[src/rtl/agc_regs.vh]
// Register offsets, field positions, reset values and constants of the angle gain block.
`ifndef AGC_REGS_VH
`define AGC_REGS_VH

// ****************************************************************
// Register byte offsets
// ****************************************************************
`define AGC_OFS_ANGLE_CFG   12'h000
`define AGC_OFS_GAIN_CFG    12'h004
`define AGC_OFS_X_RESULT    12'h008
`define AGC_OFS_Y_RESULT    12'h00C
`define AGC_OFS_Z_RESULT    12'h010
`define AGC_OFS_ANGLE_RES   12'h014
`define AGC_OFS_IRQ_STAT    12'h018
`define AGC_OFS_IRQ_MASK    12'h01C

// ****************************************************************
// Field positions and encodings
// ****************************************************************
`define AGC_GAIN_VAL_LSB    0
`define AGC_GAIN_VAL_MSB    9
`define AGC_GAIN_SEL_LSB    10
`define AGC_GAIN_SEL_MSB    11
`define AGC_GAIN_SEL_NONE   2'h0
`define AGC_GAIN_SEL_X      2'h1
`define AGC_GAIN_SEL_Y      2'h2
`define AGC_GAIN_SHIFT      10
`define AGC_AXIS_X          2'h0
`define AGC_AXIS_Y          2'h1
`define AGC_AXIS_Z          2'h2
`define AGC_PAIR_XY         2'h0
`define AGC_PAIR_YZ         2'h1
`define AGC_PAIR_XZ         2'h2

// ****************************************************************
// Reset values
// ****************************************************************
`define AGC_RST_ANGLE_CFG   2'h0
`define AGC_RST_GAIN_CFG    12'h000
`define AGC_RST_IRQ_MASK    1'h0

// ****************************************************************
// Timing counts
// ****************************************************************
`define AGC_ATAN_STEPS      5'h10
`define AGC_PIN_SYNC_STAGES 3

`endif

[src/rtl/agc_angle_gain.v]
// Axis gain correction, angle computation and result update logic with APB registers.
//
// Overview of operation
// - Angle is computed from two axes; software picks any of the three pairs.
// - Reported angle covers a full turn, all four quadrants.
// - Gain configuration holds a fractional gain between zero and one.
// - Gain code is unsigned; effective gain is code over 1024.
// - Gain choice 00b leaves both axes unscaled and ignores the code.
// - Gain choice 01b scales the first axis before angle computation.
// - Gain choice 10b scales the second axis before angle computation.
// - Raw result registers change only when a conversion finishes; the angle register when the engine finishes.
// - Alert output signals conversion complete to the host.
//
// ****************************************************************
// Register map (byte offsets, one 32-bit word each)
// ****************************************************************
// 0x000 angle_cfg        [1:0] axis pair: 0 X and Y, 1 Y and Z, 2 X and Z.
// 0x004 axis_gain_config [9:0] gain code, [11:10] choice (0 none, 1 first, 2 second).
// 0x008 x_result         Raw X sample of the last conversion, sign-extended.
// 0x00C y_result         Raw Y sample of the last conversion, sign-extended.
// 0x010 z_result         Raw Z sample of the last conversion, sign-extended.
// 0x014 angle            Angle in units of a full turn over 65536.
// 0x018 irq_status       Bit0 conversion done, bit1 angle done; write one to clear.
// 0x01C irq_mask         Same layout as the status word; enables o_irq.
//
// ****************************************************************
// Timing
// ****************************************************************
// Edge c0 samples the conversion pulse and captures the raw results.
// At the same edge c0 status bit0 is set and the alert pin goes low.
// The angle engine runs one step per cycle for sixteen cycles.
// At c17 the angle register and status bit1 are updated together.
// Pulses closer than seventeen cycles refresh the raw results and status bit0 but start no angle computation.
// APB read data is captured in the setup cycle; pready is always high.
// Writes take effect at the access edge; reads show the setup edge's value.
// Unmapped or unaligned addresses answer with pslverr and read zero.
//
// ****************************************************************
// Hazards and limitations
// ****************************************************************
// A status set and a write-one-to-clear in one cycle keep the bit set,
// so an event that lands on the clear is never lost.
// The angle engine does not compensate its own vector growth; it only
// needs the direction, so the growth costs two guard bits and nothing else.
// Gain choice 11b is treated as no gain rather than raising an error.
// A conversion that arrives while the engine is busy still refreshes the
// raw results; the host sees raw data newer than the angle until the
// engine finishes the next conversion that finds it idle.
// The fractional gain never amplifies, so the gained axis cannot overflow.
// Steps beyond the arctangent table add nothing; precision is a few
// counts of a full turn, ample for quadrant and band decisions.
`timescale 1ns/1ns
`include "agc_regs.vh"

module agc_angle_gain #(
    parameter DW = 16                                   // Axis sample width, two's complement.
) (
    input  wire          i_clk,
    input  wire          i_arst_n,
    input  wire          i_psel,
    input  wire          i_penable,
    input  wire          i_pwrite,
    input  wire [11:0]   i_paddr,
    input  wire [31:0]   i_pwdata,
    output reg  [31:0]   o_prdata,
    output wire          o_pready,
    output wire          o_pslverr,
    input  wire          i_conv_done,                   // One-cycle pulse from the converter.
    input  wire [DW-1:0] i_x_data,
    input  wire [DW-1:0] i_y_data,
    input  wire [DW-1:0] i_z_data,
    output wire          o_alert_n,                     // Conversion-complete alert, active low.
    output wire          o_irq
);

    // ****************************************************************
    // Register file
    // ****************************************************************
    reg  [1:0]    angle_cfg_q;
    reg  [11:0]   gain_cfg_q;
    reg  [DW-1:0] x_res_q;
    reg  [DW-1:0] y_res_q;
    reg  [DW-1:0] z_res_q;
    reg  [15:0]   angle_q;
    reg  [1:0]    irq_stat_q;                           // Bit0 conversion done, bit1 angle done.
    reg  [1:0]    irq_mask_q;
    wire          wr_en = i_psel & i_penable & i_pwrite;
    wire          angle_done;

    // Zero wait states: every access completes in its first access cycle.
    assign o_pready  = 1'b1;
    assign o_pslverr = i_psel & i_penable & ~addr_hit(i_paddr);

    // Decode used by the error answer; the read mux decodes with its own case.
    function addr_hit;
        input [11:0] a;
        begin
            addr_hit = (a[1:0] == 2'h0) && (a <= `AGC_OFS_IRQ_MASK);
        end
    endfunction

    // Sign-extend an axis sample to a common width.
    function [DW:0] sx;
        input [DW-1:0] v;
        begin
            sx = {v[DW-1], v};
        end
    endfunction

    // Writable configuration and sticky status; a new event wins over a clear.
    always @(posedge i_clk or negedge i_arst_n) begin
        if (!i_arst_n) begin
            angle_cfg_q <= `AGC_RST_ANGLE_CFG;
            gain_cfg_q  <= `AGC_RST_GAIN_CFG;
            irq_mask_q  <= {2{`AGC_RST_IRQ_MASK}};
            irq_stat_q  <= 2'h0;
        end else begin
            if (wr_en && i_paddr == `AGC_OFS_ANGLE_CFG)
                angle_cfg_q <= i_pwdata[1:0];
            if (wr_en && i_paddr == `AGC_OFS_GAIN_CFG)
                gain_cfg_q  <= i_pwdata[11:0];
            if (wr_en && i_paddr == `AGC_OFS_IRQ_MASK)
                irq_mask_q  <= i_pwdata[1:0];
            irq_stat_q <= (irq_stat_q
                          & ~((wr_en && i_paddr == `AGC_OFS_IRQ_STAT) ? i_pwdata[1:0] : 2'h0))
                          | {angle_done, i_conv_done};
        end
    end

    // Raw results are captured unscaled, only on conversion completion.
    always @(posedge i_clk or negedge i_arst_n) begin
        if (!i_arst_n) begin
            x_res_q <= {DW{1'b0}};
            y_res_q <= {DW{1'b0}};
            z_res_q <= {DW{1'b0}};
        end else if (i_conv_done) begin
            x_res_q <= i_x_data;
            y_res_q <= i_y_data;
            z_res_q <= i_z_data;
        end
    end

    reg  [31:0]   rd_mux;

    // Read mux; unmapped addresses read zero.
    always @* begin
        rd_mux = 32'h0000_0000;
        case (i_paddr)
            `AGC_OFS_ANGLE_CFG: rd_mux = {30'h0, angle_cfg_q};
            `AGC_OFS_GAIN_CFG:  rd_mux = {20'h0, gain_cfg_q};
            `AGC_OFS_X_RESULT:  rd_mux = {{(32-DW){x_res_q[DW-1]}}, x_res_q};
            `AGC_OFS_Y_RESULT:  rd_mux = {{(32-DW){y_res_q[DW-1]}}, y_res_q};
            `AGC_OFS_Z_RESULT:  rd_mux = {{(32-DW){z_res_q[DW-1]}}, z_res_q};
            `AGC_OFS_ANGLE_RES: rd_mux = {16'h0, angle_q};
            `AGC_OFS_IRQ_STAT:  rd_mux = {30'h0, irq_stat_q};
            `AGC_OFS_IRQ_MASK:  rd_mux = {30'h0, irq_mask_q};
            default:            rd_mux = 32'h0000_0000;
        endcase
    end

    // Read data is captured in the setup cycle so the output comes from a flop
    // and the access still needs no wait state; the price is one cycle of age.
    always @(posedge i_clk or negedge i_arst_n) begin
        if (!i_arst_n)
            o_prdata <= 32'h0000_0000;
        else if (i_psel && !i_penable)
            o_prdata <= rd_mux;
    end

    assign o_irq = |(irq_stat_q & irq_mask_q);

    // Alert follows the conversion-done status bit so the host can read fresh results.
    assign o_alert_n = ~irq_stat_q[0];

    // ****************************************************************
    // Axis pair selection and gain
    // ****************************************************************
    reg  [DW:0]   pa;
    reg  [DW:0]   pb;
    wire [9:0]    gcode = gain_cfg_q[`AGC_GAIN_VAL_MSB:`AGC_GAIN_VAL_LSB];
    wire [1:0]    gsel  = gain_cfg_q[`AGC_GAIN_SEL_MSB:`AGC_GAIN_SEL_LSB];
    wire [DW+11:0] pa_mul = $signed(pa) * $signed({1'b0, gcode});
    wire [DW+11:0] pb_mul = $signed(pb) * $signed({1'b0, gcode});
    reg  [DW:0]   ga;
    reg  [DW:0]   gb;

    // Pair the axes from the fresh samples; the first of the pair is gained by choice 01b.
    always @* begin
        pa = sx(i_x_data);
        pb = sx(i_y_data);
        case (angle_cfg_q)
            `AGC_PAIR_XY: begin pa = sx(i_x_data); pb = sx(i_y_data); end
            `AGC_PAIR_YZ: begin pa = sx(i_y_data); pb = sx(i_z_data); end
            `AGC_PAIR_XZ: begin pa = sx(i_x_data); pb = sx(i_z_data); end
            default:      begin pa = sx(i_x_data); pb = sx(i_y_data); end
        endcase
    end

    // Multiply by the code and drop ten bits: gain equals code over 1024.
    always @* begin
        ga = pa;
        gb = pb;
        case (gsel)
            `AGC_GAIN_SEL_NONE: begin ga = pa; gb = pb; end
            `AGC_GAIN_SEL_X:    ga = pa_mul[DW+`AGC_GAIN_SHIFT:`AGC_GAIN_SHIFT];
            `AGC_GAIN_SEL_Y:    gb = pb_mul[DW+`AGC_GAIN_SHIFT:`AGC_GAIN_SHIFT];
            default:            begin ga = pa; gb = pb; end
        endcase
    end

    // ****************************************************************
    // Iterative vectoring angle engine
    // ****************************************************************
    localparam ST_IDLE = 1'b0;
    localparam ST_RUN  = 1'b1;
    reg           st_q;
    reg  [4:0]    step_q;
    reg  signed [DW+2:0] cx_q;
    reg  signed [DW+2:0] cy_q;
    reg  [15:0]   acc_q;
    reg           done_q;

    // Arctangent of 2^-i in units of a full turn over 65536.
    function [15:0] atan_lut;
        input [4:0] i;
        begin
            case (i)
                5'h00: atan_lut = 16'h2000;
                5'h01: atan_lut = 16'h12E4;
                5'h02: atan_lut = 16'h09FB;
                5'h03: atan_lut = 16'h0511;
                5'h04: atan_lut = 16'h028B;
                5'h05: atan_lut = 16'h0146;
                5'h06: atan_lut = 16'h00A3;
                5'h07: atan_lut = 16'h0051;
                5'h08: atan_lut = 16'h0029;
                5'h09: atan_lut = 16'h0014;
                5'h0A: atan_lut = 16'h000A;
                5'h0B: atan_lut = 16'h0005;
                5'h0C: atan_lut = 16'h0003;
                5'h0D: atan_lut = 16'h0001;
                default: atan_lut = 16'h0000;
            endcase
        end
    endfunction

    wire signed [DW+2:0] sh_x = cx_q >>> step_q;
    wire signed [DW+2:0] sh_y = cy_q >>> step_q;

    // Start on a conversion that finds the engine idle; pre-rotate left half-plane by half a turn for full range.
    always @(posedge i_clk or negedge i_arst_n) begin
        if (!i_arst_n) begin
            st_q   <= ST_IDLE;
            step_q <= 5'h0;
            cx_q   <= {(DW+3){1'b0}};
            cy_q   <= {(DW+3){1'b0}};
            acc_q  <= 16'h0;
            angle_q <= 16'h0;
            done_q <= 1'b0;
        end else begin
            done_q <= 1'b0;
            case (st_q)
                ST_IDLE: if (i_conv_done) begin
                    st_q   <= ST_RUN;
                    step_q <= 5'h0;
                    if (ga[DW]) begin
                        cx_q  <= -{{2{ga[DW]}}, ga};
                        cy_q  <= -{{2{gb[DW]}}, gb};
                        acc_q <= 16'h8000;
                    end else begin
                        cx_q  <= {{2{ga[DW]}}, ga};
                        cy_q  <= {{2{gb[DW]}}, gb};
                        acc_q <= 16'h0000;
                    end
                end
                ST_RUN: begin
                    if (cy_q[DW+2]) begin
                        cx_q  <= cx_q - sh_y;
                        cy_q  <= cy_q + sh_x;
                        acc_q <= acc_q - atan_lut(step_q);
                    end else begin
                        cx_q  <= cx_q + sh_y;
                        cy_q  <= cy_q - sh_x;
                        acc_q <= acc_q + atan_lut(step_q);
                    end
                    step_q <= step_q + 5'h1;
                    if (step_q == `AGC_ATAN_STEPS - 5'h1) begin
                        st_q <= ST_IDLE;
                        done_q <= 1'b1;
                    end
                end
                default: st_q <= ST_IDLE;
            endcase
            if (done_q)
                angle_q <= acc_q;
        end
    end

    assign angle_done = done_q;

endmodule // agc_angle_gain

[config.mk]
export PLATFORM = sky130hd
export DESIGN_NAME = agc_angle_gain
export DESIGN_NICKNAME = d
export VERILOG_FILES = /design/src/rtl/agc_angle_gain.v
export VERILOG_INCLUDE_DIRS = /design/src /design/src/rtl
export SDC_FILE = /design/constraint.sdc
export NUM_CORES = 1
export LEC_CHECK = 0
export BUFFER_PORTS_ARGS = -buffer_cell sky130_fd_sc_hd__buf_4
export CAP_MARGIN = 0
export CORE_MARGIN = 4
export CORE_UTILIZATION = 58
export CTS_CLUSTER_SIZE = 12
export DETAILED_ROUTE_END_ITERATION = 8
export PLACE_DENSITY = 0.9
export SYNTH_ARGS = -nofsm -noshare
export SYNTH_HDL_FRONTEND = slang
export SYNTH_SLANG_ARGS = --single-unit
[constraint.sdc]
create_clock -name i_clk -period 8.13 [get_ports i_clk]
set_clock_uncertainty 0.05 [all_clocks]
set_input_delay 1.2195 -clock i_clk [delete_from_list [all_inputs] [get_ports i_clk]]
set_output_delay 1.2195 -clock i_clk [all_outputs]
set_load 0.005 [all_outputs]
## Word level (Yosys, flattened, before mapping)

Memories as Yosys holds them, arrays and structs flattened.
Cells that the tools add are included.

- Shift operators: 2
- $mul: 2
- Bitwise gates (word level): 10
- Multiplexer cells: 31
- Equal/unequal tests: 13
- Add/subtract/negate cells: 9
- $lt $le $gt $ge: 1
- Reductions and logical operators: 11

Operators by type and width:

| cell | count |
|---|---|
| 32-bit case mux with 8 select lines | 1 |
| 16-bit two-way mux | 9 |
| 19-bit two-way mux | 6 |
| 19-bit case mux with 2 select lines | 2 |
| 17-bit two-way mux | 4 |
| 17-bit by 11-bit multiplier with 27-bit output | 2 |
| 12-bit by 5-bit equality test with 1-bit output, second input constant | 4 |
| 19-bit adder | 2 |
| 19-bit negation | 2 |
| 19-bit by 5-bit >>> shifter with 19-bit output | 2 |
| 19-bit subtractor | 2 |
| 16-bit case mux with 2 select lines | 1 |
| 12-bit by 4-bit equality test with 1-bit output, second input constant | 2 |
| 16-bit adder | 1 |
| 16-bit subtractor | 1 |
| 12-bit by 3-bit equality test with 1-bit output, second input constant | 1 |
| 12-bit by 5-bit less-or-equal comparator with 1-bit output, second input constant | 1 |
| 12-bit logical NOT | 1 |
| 5-bit case mux with 2 select lines | 1 |
| 1-bit logical AND | 6 |
| 5-bit by 1-bit adder with 5-bit output, second input constant | 1 |
| 5-bit by 4-bit equality test with 1-bit output, second input constant | 1 |
| 5-bit two-way mux | 1 |
| 2-bit AND | 2 |
| 13 further kinds | 23 |

- Memories kept: 2
- Bits of input ports: 98
- ROM bits: 448
- Bits in registers: 175
- Output and inout port bits: 36

Memory list:

| memory | words | width | rd ports | clocked after Yosys merged registers in | write ports | line | RTL |
|---|---|---|---|---|---|---|---|
| (no name shown) | 16 | 14 | 1 | 0 | 0 | agc_angle_gain.v:227 | `case (i)` |
| (no name shown) | 16 | 14 | 1 | 0 | 0 | agc_angle_gain.v:227 |  |

## Logic depth before layout (Yosys ltp)

Gate-level depths: netlist of the first run.

- Depth after elaboration: 9
- Mapped depth: 32
- Mapped depth without buffers: 27

## Least setup slack after synthesis of the first run

No wires, ideal clock.

- Path type: register -> register
- From: reg angle_cfg_q[0]
- To: reg cy_q[18]
- Stages on the path, launching flop included: 27
- Data required time: 7.986 ns
- Data arrival time: 7.503 ns
- Path buffers: 4
- Path slack: 0.483 ns
- Library setup time: 0.094 ns
- Cells stage by stage: dfrtp_1 ha_1 clkbuf_1 buf_1 mux2_2 clkbuf_1 nand2_1 fa_1 fa_1 inv_1 fa_1 fa_1 inv_1 fa_1 inv_1 ha_1 clkbuf_1 nand4_1 a2111oi_0 o21ai_0 mux2i_1 nor3_1 and4b_1 and3_1 a31oi_1 mux2i_1 a211oi_1

- Word-level cells in the longest chain between the ends: 9

Ends and longest elaborated chain:

| item | line | RTL |
|---|---|---|
| start, declared | agc_angle_gain.v:79 | `reg [1:0] angle_cfg_q;` |
| start signal, assigned | agc_angle_gain.v:113 | `` angle_cfg_q <= `AGC_RST_ANGLE_CFG; `` |
| start signal, assigned | agc_angle_gain.v:119 | `angle_cfg_q <= i_pwdata[1:0];` |
| 2-bit equality test or 2-bit by 1-bit equality test with 1-bit output (tied branches) | agc_angle_gain.v:191 | `case (angle_cfg_q)` |
| 2-bit OR reduction (no source line) | -- |  |
| 17-bit two-way mux | agc_angle_gain.v:191 |  |
| 17-bit by 11-bit multiplier with 27-bit output | agc_angle_gain.v:183 | `wire [DW+11:0] pb_mul = $signed(pb) * $signed({1'b0, gcode});` |
| 17-bit two-way mux | agc_angle_gain.v:203 | `case (gsel)` |
| 19-bit negation | agc_angle_gain.v:268 | `cy_q <= -{{2{gb[DW]}}, gb};` |
| 19-bit two-way mux (*) | agc_angle_gain.v:266 | `if (ga[DW]) begin` |
| 19-bit two-way mux (*) | agc_angle_gain.v:263 | `ST_IDLE: if (i_conv_done) begin` |
| 19-bit case mux with 2 select lines (*) | agc_angle_gain.v:262 | `case (st_q)` |
| end signal, assigned | agc_angle_gain.v:268 |  |
| end signal, assigned | agc_angle_gain.v:272 | `cy_q <= {{2{gb[DW]}}, gb};` |
| end signal, assigned | agc_angle_gain.v:279 | `cy_q <= cy_q + sh_x;` |
| end, declared | agc_angle_gain.v:219 | `reg signed [DW+2:0] cy_q;` |

Mark *: on every way between the ends. The rest lies on a longest branch, timed or not. The select of a mux whose other input is x is not followed.
A chain may end at the register's enable or synchronous reset.

## Worst setup path in the final report of the first run

Ends and elaborated chain as after synthesis.

==> results.cfg, run 1 <==
[run_status]
status = finished, final reports clean

[cells_and_area]
layout-drive-gt1-share_pct = 12.7
fillers = 3212
fin_nets = 3519
final_cells = 3549
seq_area_um2 = 4010
finalInstanceArea_um2 = 27600
multi_input_area_um2 = 19500
area_growth_pct = 7.16

[run]
drv_cap = 0

[detailed_routing]
routed_via_density = 6.33
drc_errors = 0
dr.pass1.iters = 8
vias = 22500
routed_wl_mm = 73.6
wl_per_cell_um = 20.7
drtAntennaViolNets = 0
drtIter0Drc = 2589

[yosys]
syn-cell-area_um2 = 25800
synth_common_cells = 409 x inv_1, 319 x nand2_1, 291 x fa_1
yosys_warnings = 0
yosysMostFrequentCell = inv_1
avgSynthCellArea_um2 = 8.75
synthArstFlopShare_pct = 100
ys_ff_latch = 160
synth_edf_count = 0
synth_top_area_cell = fa_1
yosysSeqAreaShare_pct = 15.5
syn_inst = 2946
ys.flop_type = dfrtp_1
synth_nets = 3515
synth.distinct_cells = 83
yosys-top-cells-area = fa_1 23%, dfrtp_1 16%, ha_1 8.7%, inv_1 6.0%, mux2_2 5.2%
yosysTopAreaCellShare_pct = 22.6

[die]
initial_core_util_pct = 59.3
dieArea_um2 = 47900
chipHeight_um = 219
core-area_um2 = 43500
io_pins = 134
rows = 76
die_w_um = 219

[setup_path]
cp-end-kind = register
reg2reg_from = angle_cfg_q[0]
crit_type = reg2reg
r2r_end = cy_q[18]
crit_required_ps = 8440
worstPathArrival_ps = 8060
r2r_slack_ps = 380
cp_max_fo = 11
rr_worst_depth = 24
crit_path_start_kind = register

[cts]
cts_tree = yes
cts_resized = 0
clk_path_buf_depth = 2
cts_buffers = 17
clk_latency_ps = 460
cts_root_buffer = clkbuf_16
post_cts_buffers = 0
clk_pin_slew_ps = 80
holdBufCountCts = 0
cts.sinks = 160
ctsHtreeMaxLevel = 4

[sta]
setup_violations = 0
drv_slew = 0
finalHoldViolCount = 0
min_period_ps = 7750
fmax_mhz = 129
tns_ps = 0
fin_crit_sh_pct = 95.4
worstMarginPinSlew_ps = 1300
slew_headroom_pct = 13.6
rsz0062_at_grt = no

[global_routing]
grt_usage_pct = 31.2
grt_start_max_net_pins = 101
grt_busiest_layer = met2
grt_pass1_vias = 22900
grt_pass1_wl_mm = 119
overflow = 0
gr-usage-met3_pct = 8.17
antenna_found_initial = 1
grt_use_met2_pct = 49.5
gr-usage-met1_pct = 38.1

[pwr]
leakage_nw = 13.5
power_mw = 9.09
vdd_drop_max_v = 0.000327
power_density_nw_per_um2 = 329

[placement]
dp_hpwl_mm = 55.1
placed_area_um2 = 27000
place_inst = 3516
port-buffer-count = 112
gp_congestion = 1.00

[hold_path]
min_path_type = reg2reg
min_delay_worst_endpoint = o_prdata[7]
min_from = o_prdata[7]
worstHoldPathCells = 1
-- through the flow --
step / worst slack, ps / hold slack (ps) / utilization [%]
3_5_place_dp: 285 / 417 / 62.2
6_report: 375 / 427 / 63.5
2_1_floorplan: 483 / 422 / -
3_3_place_gp: 357 / 410 / 62.2
4_1_cts: 370 / 430 / 63.5
5_1_grt: 27.8 / 443 / 63.5
-- flip-flops by register name, summed over array words and instances (netlist names), 12 cells and up --
signal	flops
acc_q	16
angle_q	16
cx_q	19
cy_q	19
gain_cfg_q	12
o_prdata	17
x_res_q	16
y_res_q	16
z_res_q	16
-- area by class of cell --
cell class / instances / share of cell area [%]
multi-input combinational: 2193 / 70.5
antenna: 1 / 0.00906
timing repair buffer: 166 / 4.62
clock inverter: 15 / 0.585
sequential: 160 / 14.5
clock buffer: 17 / 1.54
inverter: 412 / 5.60
tap: 585 / 2.65
-- power breakdown --
group | switching (mW) | total [mW] | internal, mW
Sequential | 0.392 | 1.49 | 1.10
Combinational | 3.78 | 6.79 | 3.00
Clock | 0.396 | 0.808 | 0.411
Total | 4.57 | 9.09 | 4.52
-- cells by family after synthesis --
family                     Yosys count  synth area share (%)
other                                1                0.0146
and+or+nand+nor                    827                  15.6
buffers and inverters              593                  8.98
adders and majority gates          471                  31.3
AOI/OAI and AO/OA                  569                  14.1
DFF                                160                  15.5
muxes                              193                  9.87
xor gates and xnor gates           132                  4.49
-- how the worst max path moves through the flow --
stage / startpoint / to / slack [ps] / cells past startpoint
2_1_floorplan: angle_cfg_q[0] / cy_q[18] / 480 / 26
3_3_place_gp: i_y_data[4] / cx_q[13] / 360 / 25
3_5_place_dp: i_y_data[8] / cy_q[13] / 280 / 25
4_1_cts: angle_cfg_q[0] / cy_q[18] / 370 / 24
5_1_grt: angle_cfg_q[0] / cy_q[18] / 30 / 24
6_report: angle_cfg_q[0] / cy_q[18] / 380 / 24
-- routing by layer --
layer / vias to the layer above / wire (um) / share of wire (%)
li1: 9838 / - / -
met1: 10900 / 26800 / 36
met2: 1373 / 33500 / 46
met3: 354 / 7920 / 11
met4: 0 / 5310 / 7.2
met5: - / 0 / 0
-- layout by cell type, fill, tap and decap left out, types with 17 or more instances in the layout --
cell type,synthesis,routed
dfrtp_1,160,157
and3_1,38,38
clkbuf_16,0,17
o22ai_1,17,17
ha_1,180,179
nor2b_1,21,19
xnor2_1,67,67
nor2_1,135,135
a22oi_1,22,22
nand2_1,319,319
xor2_1,65,65
o21ai_0,118,118
nand3_1,32,32
mux2_2,120,120
and2_1,149,149
a21o_1,42,42
nor3_1,37,37
inv_1,409,409
buf_4,16,163
mux2i_1,37,37
a21oi_1,164,164
nand2b_1,22,22
a31oi_1,42,42
fa_1,291,291
mux4_2,29,29
or3_1,18,18
-- worst max-delay path: stages (launching register included) --
cell and delay (ps):
dfrtp_1 410, ha_2 520, buf_4 250, mux2_2 500, nand2_1 150, fa_1 470, fa_1 530, inv_1 60
fa_1 500, fa_1 500, inv_1 50, fa_1 480, inv_1 40, ha_1 370, o21a_1 200, a21oi_1 200
o21ai_0 220, nor3_1 430, o31ai_1 210, a21oi_1 370, a2bb2oi_1 280, a31oi_1 180, a31oi_1 290, mux2i_1 130
a211oi_1 240
(Power assumes the default switching activity.)
==> run 2: changes to the inputs <==
--- a/config.mk
+++ b/config.mk
@@ -8,6 +8,7 @@
 export LEC_CHECK = 0
 export BUFFER_PORTS_ARGS = -buffer_cell sky130_fd_sc_hd__buf_4
 export CAP_MARGIN = 0
+export CORE_ASPECT_RATIO = 0.6
 export CORE_MARGIN = 4
 export CORE_UTILIZATION = 58
 export CTS_CLUSTER_SIZE = 12
==> results.cfg, run 2 (same netlist as run 1, synthesis figures left out) <==
[global_routing]
grt_usage_pct = 32.9
grt_start_max_net_pins = 111
antenna_found_initial = 1
grt_pass1_vias = 22900
overflow = 0
grt_pass1_wl_mm = 125

[detailed_routing]
wl_per_cell_um = 21.9
drtAntennaViolNets = 0
routed_via_density = 6.42
dr.pass1.iters = 9
vias = 22800
drtIter0Drc = 3043
routed_wl_mm = 77.8
drc_errors = 0

[sta]
finalWorstSetupSlack_ps = 237
holdWs_ps = 437
min_period_ps = 7890
finalHoldViolCount = 0
drv_slew = 0
slew_headroom_pct = 18.5
setup_violations = 0
fin_crit_sh_pct = 97.1
fmax_mhz = 127
worstMarginPinSlew_ps = 1220

[run_status]
status = finished, final reports clean

[run]
drv_cap = 0

[cts]
cts_buffers = 17
holdBufCountCts = 0
cts_root_buffer = clkbuf_16
cts_tree = yes
ctsHtreeMaxLevel = 4
post_cts_buffers = 0
clk_latency_ps = 460
clk_path_buf_depth = 2
cts.sinks = 160
clk_pin_slew_ps = 80

[setup_path]
path_common_cell = fa_1
crit_path_start_kind = register
cp.buffers_inverters = 7
crit_start = angle_cfg_q[1]
worstPathArrival_ps = 8210
rr_worst_depth = 26
r2r_slack_ps = 240
reg2reg_from = angle_cfg_q[1]
crit_slowest_cell = fa_1
cp_max_fo = 13
r2r_end = cy_q[18]
worstSetupEndpoint = cy_q[18]
critical_path_depth = 26
crit_family = adder cells
cp-end-kind = register
crit_type = reg2reg
cp_slowest_stage_delay_ps = 530
crit_required_ps = 8450

[die]
initial_core_util_pct = 59.1
rows = 59
io_pins = 134
core-area_um2 = 43600
dieArea_um2 = 48000
chipHeight_um = 171
die_w_um = 280

[cells_and_area]
fin_nets = 3532
area_growth_pct = 7.71
final_cell_mix = 409 x inv_1, 319 x nand2_1, 291 x fa_1
layout_commonest_cell = inv_1
layout-drive-gt1-share_pct = 13.3
largest_registers = cx_q x19, cy_q x19, o_prdata x17

[placement]
dp_hpwl_mm = 59.5
dp_worst_setup_slack_ps = 131
gp_congestion = 1.02
port-buffer-count = 112

[pwr]
vdd_drop_max_v = 0.000599
power_mw = 9.46
leakage_nw = 13.6
power_density_nw_per_um2 = 341

[hold_path]
min_path_type = reg2reg
run 2: changes by cell type in the layout (fill, tap and decap cells not counted), sizes merged:
cell	before	now
clkinvlp	1	2
buf	166	179
clkinv	7	6
inv	419	418
bufinv	0	1
run 2: worst min path at each step:
stage | from | end | slack (ps) | depth (start not counted)
floorplan | acc_q[4] | acc_q[4] | 420 | 2
global placement | o_prdata[3] | o_prdata[3] | 410 | 1
detailed placement | o_prdata[3] | o_prdata[3] | 420 | 1
CTS | o_prdata[3] | o_prdata[3] | 440 | 1
global route | o_prdata[3] | o_prdata[3] | 450 | 1
finish | o_prdata[3] | o_prdata[3] | 440 | 1
run 2: where the power goes:
group	total [mW]	internal [mW]	leakage, nW	switching, mW
clock network	0.880	0.444	0.292	0.435
registers	1.48	1.10	1.94	0.381
logic	7.09	3.03	11.3	4.07
total	9.46	4.57	13.6	4.89
run 2: worst register-to-register path: stages (launching register included):
cell	delay [ps]
dfrtp_1	370
inv_1	100
ha_1	520
buf_12	210
mux2_2	510
nand2_1	160
fa_1	470
fa_1	530
inv_1	60
fa_1	500
fa_1	500
inv_1	50
fa_1	480
inv_1	40
ha_1	390
nand4_1	260
a2111oi_0	420
buf_4	260
o21ai_0	190
mux2i_1	170
nor3_1	270
buf_4	170
and4b_1	260
and3_1	200
a31oi_1	310
mux2i_1	130
a211oi_1	230
run 2: what timing repair did:
item                                    4_1_cts  5_1_grt
resized for setup                             0        3
endpoints found under the setup margin        0        5
endpoints found under the hold margin         0        0
run 2: layout make-up:
class,count,area [um2]
Multi-Input combinational cell,2193,19500
Fill cell,3387,15900
Sequential cell,160,4010
Inverter,412,1550
Timing Repair Buffer,179,1370
Tap cell,579,724
Clock buffer,17,425
Clock inverter,15,188
Antenna cell,1,2.50
run 2: layer usage:
layer  up-vias  part of all wire [%]  GRT usage (%)
li1       9885                     -              -
met1     11100                    41           46.4
met2      1598                    41           47.7
met3       211                    15           11.9
met4         2                   3.2           10.4
met5         -                 0.059          0.592
run 2: through the flow:
| stage | util, % | area [um2] | setup TNS (ps) | std cells |
|---|---|---|---|---|
| floorplan | - | 25800 | 0 | 2946 |
| finish | 63.6 | 27800 | 0 | 3556 |
| CTS | 63.6 | 27700 | 0 | 3555 |
| detailed placement | 62.2 | 27100 | 0 | 3523 |
| global placement | 62.2 | 27100 | 0 | 3523 |
| global route | 63.6 | 27800 | -29.2 | 3555 |
